<file path="src/fault_status_pkg.sv">
package fault_status_pkg;

   // ********************************************************************
   // register map
   // ********************************************************************
   localparam logic [7:0] power_stage_offset = 8'he0;
   localparam logic [7:0] algorithm_offset = 8'he2;
   localparam logic [31:0] power_stage_reset = 32'h0000_0000;
   localparam logic [31:0] algorithm_reset = 32'h0000_0000;

   // ********************************************************************
   // power-stage field positions
   // ********************************************************************
   localparam int driver_fault_pos = 31;
   localparam int buck_regulator_fault_pos = 30;
   localparam int overcurrent_any_pos = 28;
   localparam int no_power_on_reset_flag_pos = 27;
   localparam int supply_overvoltage_pos = 26;
   localparam int thermal_any_pos = 25;
   localparam int thermal_warning_pos = 23;
   localparam int thermal_shutdown_pos = 22;
   localparam int switch_overcurrent_hi = 21;
   localparam int switch_overcurrent_lo = 16;
   localparam int otp_error_pos = 14;
   localparam int buck_overcurrent_pos = 13;
   localparam int buck_undervoltage_pos = 12;
   localparam int charge_pump_undervoltage_pos = 11;
   // bits that always read zero
   localparam logic [31:0] power_stage_reserved_mask = 32'h2100_87ff;

   // ********************************************************************
   // algorithm register field positions
   // ********************************************************************
   localparam int controller_fault_pos = 31;
   localparam int algorithm_flag_count = 30;

   // ********************************************************************
   // carriers
   // ********************************************************************
   // detector levels, all active high; por_seen is high while a motor supply reset is seen
   typedef struct packed {
      logic buck_regulator_fault;
      logic overcurrent_any;
      logic motor_supply_por_seen;
      logic supply_overvoltage;
      logic thermal_warning;
      logic thermal_shutdown;
      logic overcurrent_high_phase_c;
      logic overcurrent_low_phase_c;
      logic overcurrent_high_phase_b;
      logic overcurrent_low_phase_b;
      logic overcurrent_high_phase_a;
      logic overcurrent_low_phase_a;
      logic otp_error;
      logic buck_overcurrent;
      logic buck_undervoltage;
      logic charge_pump_undervoltage;
   } fault_inputs_t;

   typedef struct packed {
      logic valid;
      logic write;
      logic [7:0] addr;
      logic [31:0] wdata;
   } reg_req_t;

   typedef struct packed {
      logic valid;
      logic err;
      logic [31:0] rdata;
   } reg_rsp_t;

endpackage

</file>
<file path="src/fault_status_registers.sv">
// Operation
// - power-stage fault word at offset E0h, 32 bits, read only, zero after reset.
// - bit 31 of the power-stage word is the OR of its fault flags.
// - bit 30 shows a buck regulator fault.
// - bit 28 shows an overcurrent condition.
// - bit 27 reads 0 when a motor supply power-on reset is seen, else 1.
// - bit 26 shows motor supply overvoltage.
// - bit 25 shows thermal warning or thermal shutdown.
// - bit 23 shows a thermal warning.
// - bit 22 shows a thermal shutdown.
// - bits 21 to 16 show per-switch overcurrent, phase C high down to A low.
// - bit 14 shows a one-time programmable memory error.
// - bit 13 shows buck regulator overcurrent.
// - bit 12 shows buck regulator undervoltage.
// - bit 11 shows charge pump undervoltage.
// - algorithm fault word at offset E2h, 32 bits, read only, zero after reset.
// - bit 31 of the algorithm word is the OR of all its flags.
module fault_status_registers
   import fault_status_pkg::*;
(
   // clock and reset
   input wire logic core_clk,
   input wire logic nrst,
   // fault detector levels, asynchronous to core_clk
   input wire fault_inputs_t fault_in,
   input wire logic [algorithm_flag_count-1:0] algorithm_flags_in,
   // register access port
   input wire reg_req_t req,
   output reg_rsp_t rsp,
   // summary levels for the fault pin logic
   output logic driver_fault,
   output logic controller_fault
);

   // ********************************************************************
   // state
   // ********************************************************************
   typedef struct packed {
      logic [31:0] power_stage_fault_flags;
      logic [31:0] algorithm_fault_flags;
      reg_rsp_t rsp;
   } bank_state_t;

   bank_state_t state_reg;
   bank_state_t state_next;

   // detector levels after the two flops, and the words built from them
   fault_inputs_t fault_sync_q;
   logic [algorithm_flag_count-1:0] algorithm_sync_q;
   logic [31:0] power_word;
   logic [31:0] algorithm_word;

   // ********************************************************************
   // input synchronisers
   // ********************************************************************
   // detectors sit in the analog domain, so every level crosses two flops
   // a level shorter than one clock may be missed: flags are live, not sticky
   fault_sync #(
      .WIDTH($bits(fault_inputs_t) + algorithm_flag_count)
   ) fault_sync_inst (
      .core_clk(core_clk),
      .nrst(nrst),
      .async_in({fault_in, algorithm_flags_in}),
      .sync_out({fault_sync_q, algorithm_sync_q})
   );

   // ********************************************************************
   // power-stage word assembly
   // ********************************************************************
   // reserved positions start at zero and are never assigned
   // each bit mirrors one detector; only bits 31 and 25 combine levels, and bit 27 is inverted
   always_comb
   begin
      power_word = power_stage_reset;
      power_word[buck_regulator_fault_pos] = fault_sync_q.buck_regulator_fault;
      power_word[overcurrent_any_pos] = fault_sync_q.overcurrent_any;
      // inverted sense: a seen reset reads as 0
      power_word[no_power_on_reset_flag_pos] = ~fault_sync_q.motor_supply_por_seen;
      power_word[supply_overvoltage_pos] = fault_sync_q.supply_overvoltage;
      power_word[thermal_any_pos] = fault_sync_q.thermal_warning
                                    | fault_sync_q.thermal_shutdown;
      power_word[thermal_warning_pos] = fault_sync_q.thermal_warning;
      power_word[thermal_shutdown_pos] = fault_sync_q.thermal_shutdown;
      power_word[switch_overcurrent_hi:switch_overcurrent_lo] = {
         fault_sync_q.overcurrent_high_phase_c,
         fault_sync_q.overcurrent_low_phase_c,
         fault_sync_q.overcurrent_high_phase_b,
         fault_sync_q.overcurrent_low_phase_b,
         fault_sync_q.overcurrent_high_phase_a,
         fault_sync_q.overcurrent_low_phase_a};
      power_word[otp_error_pos] = fault_sync_q.otp_error;
      power_word[buck_overcurrent_pos] = fault_sync_q.buck_overcurrent;
      power_word[buck_undervoltage_pos] = fault_sync_q.buck_undervoltage;
      power_word[charge_pump_undervoltage_pos] = fault_sync_q.charge_pump_undervoltage;
      // summary counts a seen supply reset as a fault, not the inverted flag
      power_word[driver_fault_pos] = fault_sync_q.buck_regulator_fault
                                     | fault_sync_q.overcurrent_any
                                     | fault_sync_q.motor_supply_por_seen
                                     | fault_sync_q.supply_overvoltage
                                     | fault_sync_q.thermal_warning
                                     | fault_sync_q.thermal_shutdown
                                     | (|power_word[switch_overcurrent_hi:switch_overcurrent_lo])
                                     | fault_sync_q.otp_error
                                     | fault_sync_q.buck_overcurrent
                                     | fault_sync_q.buck_undervoltage
                                     | fault_sync_q.charge_pump_undervoltage;
   end

   // ********************************************************************
   // algorithm word assembly
   // ********************************************************************
   // field meanings belong to the controller; this bank only carries them
   // bit 30 stays clear since no flag drives it
   always_comb
   begin
      algorithm_word = algorithm_reset;
      algorithm_word[algorithm_flag_count-1:0] = algorithm_sync_q;
      algorithm_word[controller_fault_pos] = |algorithm_sync_q;
   end

   // ********************************************************************
   // next state and register access
   // ********************************************************************
   // a read returns the word held at the request edge, so the answer is one cycle late
   // every request gets a strobe, mapped or not, so a master never waits
   always_comb
   begin
      state_next = state_reg;
      state_next.power_stage_fault_flags = power_word;
      state_next.algorithm_fault_flags = algorithm_word;
      state_next.rsp.valid = req.valid;
      state_next.rsp.err = 1'b0;
      state_next.rsp.rdata = 32'h0000_0000;
      if (req.valid)
      begin
         case (req.addr)
            power_stage_offset:
            begin
               // writes are accepted and dropped: the word is status only
               if (!req.write)
               begin
                  state_next.rsp.rdata = state_reg.power_stage_fault_flags;
               end
            end
            algorithm_offset:
            begin
               if (!req.write)
               begin
                  state_next.rsp.rdata = state_reg.algorithm_fault_flags;
               end
            end
            default:
            begin
               // unlisted offsets answer with an error and touch nothing
               state_next.rsp.err = 1'b1;
            end
         endcase
      end
   end

   // ********************************************************************
   // state register
   // ********************************************************************
   // both words clear at once; live levels refill them three edges later
   always_ff @(posedge core_clk or negedge nrst)
   begin
      if (!nrst)
      begin
         state_reg.power_stage_fault_flags <= power_stage_reset;
         state_reg.algorithm_fault_flags <= algorithm_reset;
         state_reg.rsp <= '0;
      end
      else
      begin
         state_reg <= state_next;
      end
   end

   // outputs come straight from the state flops
   assign rsp = state_reg.rsp;
   assign driver_fault = state_reg.power_stage_fault_flags[driver_fault_pos];
   assign controller_fault = state_reg.algorithm_fault_flags[controller_fault_pos];
endmodule

</file>
<file path="src/fault_sync.sv">
module fault_sync
   import fault_status_pkg::*;
#(
   parameter int WIDTH = 46
)
(
   // clock and reset
   input wire logic core_clk,
   input wire logic nrst,
   // asynchronous detector levels in, synchronised levels out
   input wire logic [WIDTH-1:0] async_in,
   output logic [WIDTH-1:0] sync_out
);

   // ********************************************************************
   // two-stage synchroniser state
   // ********************************************************************
   typedef struct packed {
      logic [WIDTH-1:0] stage1;
      logic [WIDTH-1:0] stage2;
   } sync_state_t;

   sync_state_t state_reg;
   sync_state_t state_next;

   // stage1 is only ever read by stage2, to keep metastability contained
   always_comb
   begin
      state_next = state_reg;
      state_next.stage1 = async_in;
      state_next.stage2 = state_reg.stage1;
   end

   always_ff @(posedge core_clk or negedge nrst)
   begin
      if (!nrst)
      begin
         state_reg <= '0;
      end
      else
      begin
         state_reg <= state_next;
      end
   end

   assign sync_out = state_reg.stage2;

endmodule

</file>
<file path="config.mk">
export PLATFORM = sky130hd
export DESIGN_NAME = fault_status_registers
export DESIGN_NICKNAME = d
export VERILOG_FILES = /design/src/fault_status_pkg.sv /design/src/fault_status_registers.sv /design/src/fault_sync.sv
export SDC_FILE = /design/constraint.sdc
export NUM_CORES = 1
export LEC_CHECK = 0
export BUFFER_PORTS_ARGS = -buffer_cell sky130_fd_sc_hd__buf_2
export CAP_MARGIN = 20
export CORE_ASPECT_RATIO = 0.9
export CORE_MARGIN = 5
export CORE_UTILIZATION = 49
export CTS_CLUSTER_SIZE = 16
export DETAILED_ROUTE_END_ITERATION = 7
export GPL_TIMING_DRIVEN = 0
export PLACE_DENSITY = 0.73
export SYNTH_ARGS = -nofsm -noshare
export SYNTH_HDL_FRONTEND = slang
export SYNTH_SLANG_ARGS = --single-unit
</file>
<file path="constraint.sdc">
create_clock -name core_clk -period 1.35 [get_ports core_clk]
set_input_delay 0.0675 -clock core_clk [delete_from_list [all_inputs] [get_ports core_clk]]
set_output_delay 0.0675 -clock core_clk [all_outputs]
set_load 0.05 [all_outputs]
</file>
==> tab_implementation.tex <==
\begin{tabular}{lr}
\hline
Metric & Value \\
\hline
\multicolumn{2}{l}{\textbf{Status}} \\
\quad Status & finished clean \\
\multicolumn{2}{l}{\textbf{STA}} \\
\quad Final hold viol count & 0 \\
\quad Maximum clock frequency & 745 MHz \\
\quad Max Slew Vio Count & 0 \\
\quad Final setup fails & 0 \\
\quad Clock period minus final worst setup slack & between 1000 and 1500 ps \\
\quad Post-Route Skew & 7.31 ps \\
\quad Slew @ Worst Pin & 640 ps \\
\quad Tcrit/Tclk final & 0.995 \\
\quad Setup repair after global routing missed its margin & yes \\
\quad Worst-case headroom to the max-slew limit & 0.574 \\
\multicolumn{2}{l}{\textbf{Worst setup path}} \\
\quad Required time reported for the critical path endpoint & 1610 ps \\
\quad CP max FO & 2 \\
\quad Path depth of the worst reg2reg path & 3 \\
\quad Type of element capturing the critical path & flop \\
\quad Critical path startpoint category & flop \\
\quad Critical path start-end classification & reg -> reg \\
\quad Arrival time reported for the critical path endpoint & about 1600 ps \\
\multicolumn{2}{l}{\textbf{Cells and area}} \\
\quad Final non-filler cell total & 590 \\
\quad Flip-flop count of the largest register after layout & 47 \\
\quad Design Area, Final & 0.00692 mm\^{}2 \\
\quad Share of final-layout standard cells stronger than drive strength 1 & 0.391 \\
\quad Fill count & 693 \\
\quad Net total in the final layout & 537 \\
\quad Area of combinational cells with multiple inputs & about 530 um\^{}2 \\
\quad Area growth, synth to finish & 33.3\% \\
\quad Post-Route Utilization & 0.672 \\
\quad Register area & about 0.0044 mm\^{}2 \\
\multicolumn{2}{l}{\textbf{Routing}} \\
\quad Initial DRC Count & between 70 and 80 \\
\quad 1st-pass router iterations & 4 \\
\quad Total number of vias & between 2k and 3k \\
\quad Antenna-violating nets left & 0 \\
\quad Mean routed wirelength per cell & 14.3 um \\
\quad Post-detailed-route via-to-cell ratio & $\sim$4.4 \\
\quad Count of unresolved DRC violations after routing & 0 \\
\quad Total wirelength of the detailed-routed design & 8470 um \\
\multicolumn{2}{l}{\textbf{Synth}} \\
\quad Syn Inst Count & 286 \\
\quad Flip-flop and latch count after synthesis & 175 \\
\quad Syn nets & 376 \\
\quad Post-synthesis instance area & 0.00519 mm\^{}2 \\
\quad Area share of the largest cell type after synthesis & 0.844 \\
\quad Commonest cells in the synthesized netlist & dfrtp\_1 (175), buf\_4 (34), mux2i\_1 (17), nor2\_1 (17), and3\_2 (10) \\
\quad Synth Flop Type & dfrtp\_1 \\
\quad Sequential element share of the synthesized area & 0.844 \\
\quad Leading cell types by total area after synthesis & dfrtp\_1 (84\%), buf\_4 (4.9\%), mux2i\_1 (3.3\%) \\
\quad Post-synth EDFFs & 0 \\
\quad Share of flip-flops with an asynchronous set or reset after synthesis & 1.00 \\
\quad Synth area leader & dfrtp\_1 \\
\quad Number of library cell types mapped by synthesis & 22 \\
\quad Count leader, synth & dfrtp\_1 \\
\quad Post-Syn Area per Cell & about 18 um\^{}2 \\
\quad Yosys synthesis warning count & 0 \\
\multicolumn{2}{l}{\textbf{Power and ir drop}} \\
\quad Leak & 3.50 nW \\
\quad Power density over the cells & 1510 mW/mm\^{}2 \\
\quad Maximum ir drop on the vdd rail & 1.05 mV \\
\multicolumn{2}{l}{\textbf{Global route}} \\
\quad Maximum number of pins on one net before global-route repair & around 100 \\
\quad All-Layer GR Usage & 0.145 \\
\quad Number of antenna violations at the first check in global routing & 0 \\
\quad GRT Residual Overflow & 0 \\
\quad Vias in the first global route & 2868 \\
\quad First-pass GRT wire length & 13900 um \\
\multicolumn{2}{l}{\textbf{Worst hold path}} \\
\quad Worst Hold Class & in -> reg \\
\quad Worst Hold Path Cells & 3 \\
\multicolumn{2}{l}{\textbf{Clock tree}} \\
\quad Max H-tree Level & 4 \\
\quad CTS tree & done \\
\quad Clock root cell & clkbuf\_16 \\
\quad TritonCTS Sinks & 175 \\
\quad Clock Path Buffers & 2 \\
\quad Count of buffers added by post-CTS timing repair for setup & 0 \\
\quad Number of clock buffers inserted by TritonCTS & 17 \\
\quad Worst-path clk slew & 60 ps \\
\quad Clock insertion delay at the later pin of the skew report & 400 ps \\
\multicolumn{2}{l}{\textbf{Placement}} \\
\quad HPWL after detailed placement & around 5500 um \\
\quad Routability-driven placement congestion ratio & 0.746 \\
\quad Port Buffer Count & 92 \\
\quad Area of placed instances & 0.00585 mm\^{}2 \\
\quad Cell count after placement & 508 \\
\multicolumn{2}{l}{\textbf{Floorplan}} \\
\quad Width of the die & 118 um \\
\quad Initial cell density of the core & 0.504 \\
\quad Top-Level Pins & $\sim$130 \\
\quad Die height & about 110 um \\
\quad Core region area & 0.0103 mm\^{}2 \\
\quad Area of the die & 0.0128 mm\^{}2 \\
\quad Row count & 35 \\
\multicolumn{2}{l}{\textbf{Flow run}} \\
\quad Number of maximum-capacitance violations & 0 \\
\hline
\end{tabular}
==> per-layer routing <==
layer / share of wire / wire length (um) / global-route usage / vias up
met4: 0.011 / 96 / 0.0478 / 0
met3: 0.055 / 465 / 0.0504 / 10
li1: - / - / - / 1232
met2: 0.53 / 4510 / 0.248 / 64
met1: 0.40 / 3390 / 0.173 / 1309
met5: 0 / 0 / 0 / -
==> power breakdown <==
| part | internal (W) | total [W] | switching [W] |
|---|---|---|---|
| Clock | 0.00251 | 0.00448 | 0.00197 |
| Sequential | 0.00546 | 0.00554 | 0.0000812 |
| Combinational | 0.000205 | 0.000401 | 0.000196 |
| Total | 0.00817 | 0.0104 | 0.00225 |
==> final timing paths <==
path / from / to / slack, ps
worst max-delay path: fault_sync_inst.sync_out[11] / controller_fault / 7
worst min-delay path: req[32] / rsp[32] / 60
worst max register to register: fault_sync_inst.sync_out[11] / controller_fault / 7
worst min register to register: fault_sync_inst.state_next[37] / fault_sync_inst.sync_out[37] / 350
max in group asynchronous: nrst / rsp[3] / 250
min in group asynchronous: nrst / fault_sync_inst.state_next[37] / 220
==> cells by family after synthesis <==
| kind of cell | Yosys count | share of synthesized area |
|---|---|---|
| buffers and inverters | 41 | 0.0576 |
| flip-flops | 175 | 0.844 |
| AND/OR/NAND/NOR | 52 | 0.0644 |
| AO/OA/AOI/OAI | 1 | 0.00145 |
| multiplexers | 17 | 0.0328 |
==> worst max-delay path: stages (launching register included) <==
cell and delay (ps):
dfrtp_1 370, or4_4 540, nor3_4 150, nand4_1 130
==> metrics by stage <==
step | setup WS, ps | hold WS [ps] | setup TNS [ps] | power (W)
5_1_grt | -37.5 | 56.6 | -37.5 | 0.0108
4_1_cts | -16.7 | 81.4 | -16.7 | 0.0105
3_3_place_gp | -2100 | 175 | -365650 | 0.00590
2_1_floorplan | 149 | -228 | 0 | 0.00569
3_5_place_dp | -116 | 107 | -932 | 0.00593
6_report | 7.37 | 60.9 | 0 | 0.0104
==> timing repair <==
item                                    4_1_cts  5_1_grt
endpoints found under the hold margin       121        0
endpoints found under the setup margin        1        6
hold buffers                                 49        0
gates resized for setup                       2        4
==> cell type report <==
type / instances / area share
Sequential cell: 175 / 0.633
Buffer: 40 / 0.0429
Antenna cell: 1 / 0.000362
Timing Repair Buffer: 142 / 0.142
Tap cell: 129 / 0.0233
Multi-Input combinational cell: 70 / 0.0770
Clock inverter: 12 / 0.0146
Clock buffer: 20 / 0.0660
Inverter: 1 / 0.000542
==> placed cells by master (no fill, tap or decap), types with 3 or more instances in the layout <==
cell type	count
dfrtp_1	175
buf_2	93
dlygate4sd3_1	49
buf_4	34
mux2i_1	17
nor2_1	17
clkbuf_16	17
and3_2	10
nor4_1	8
and3_1	4
inv_6	4
buf_6	3
clkinv_4	3
Power figures use the tool's default switching activity.
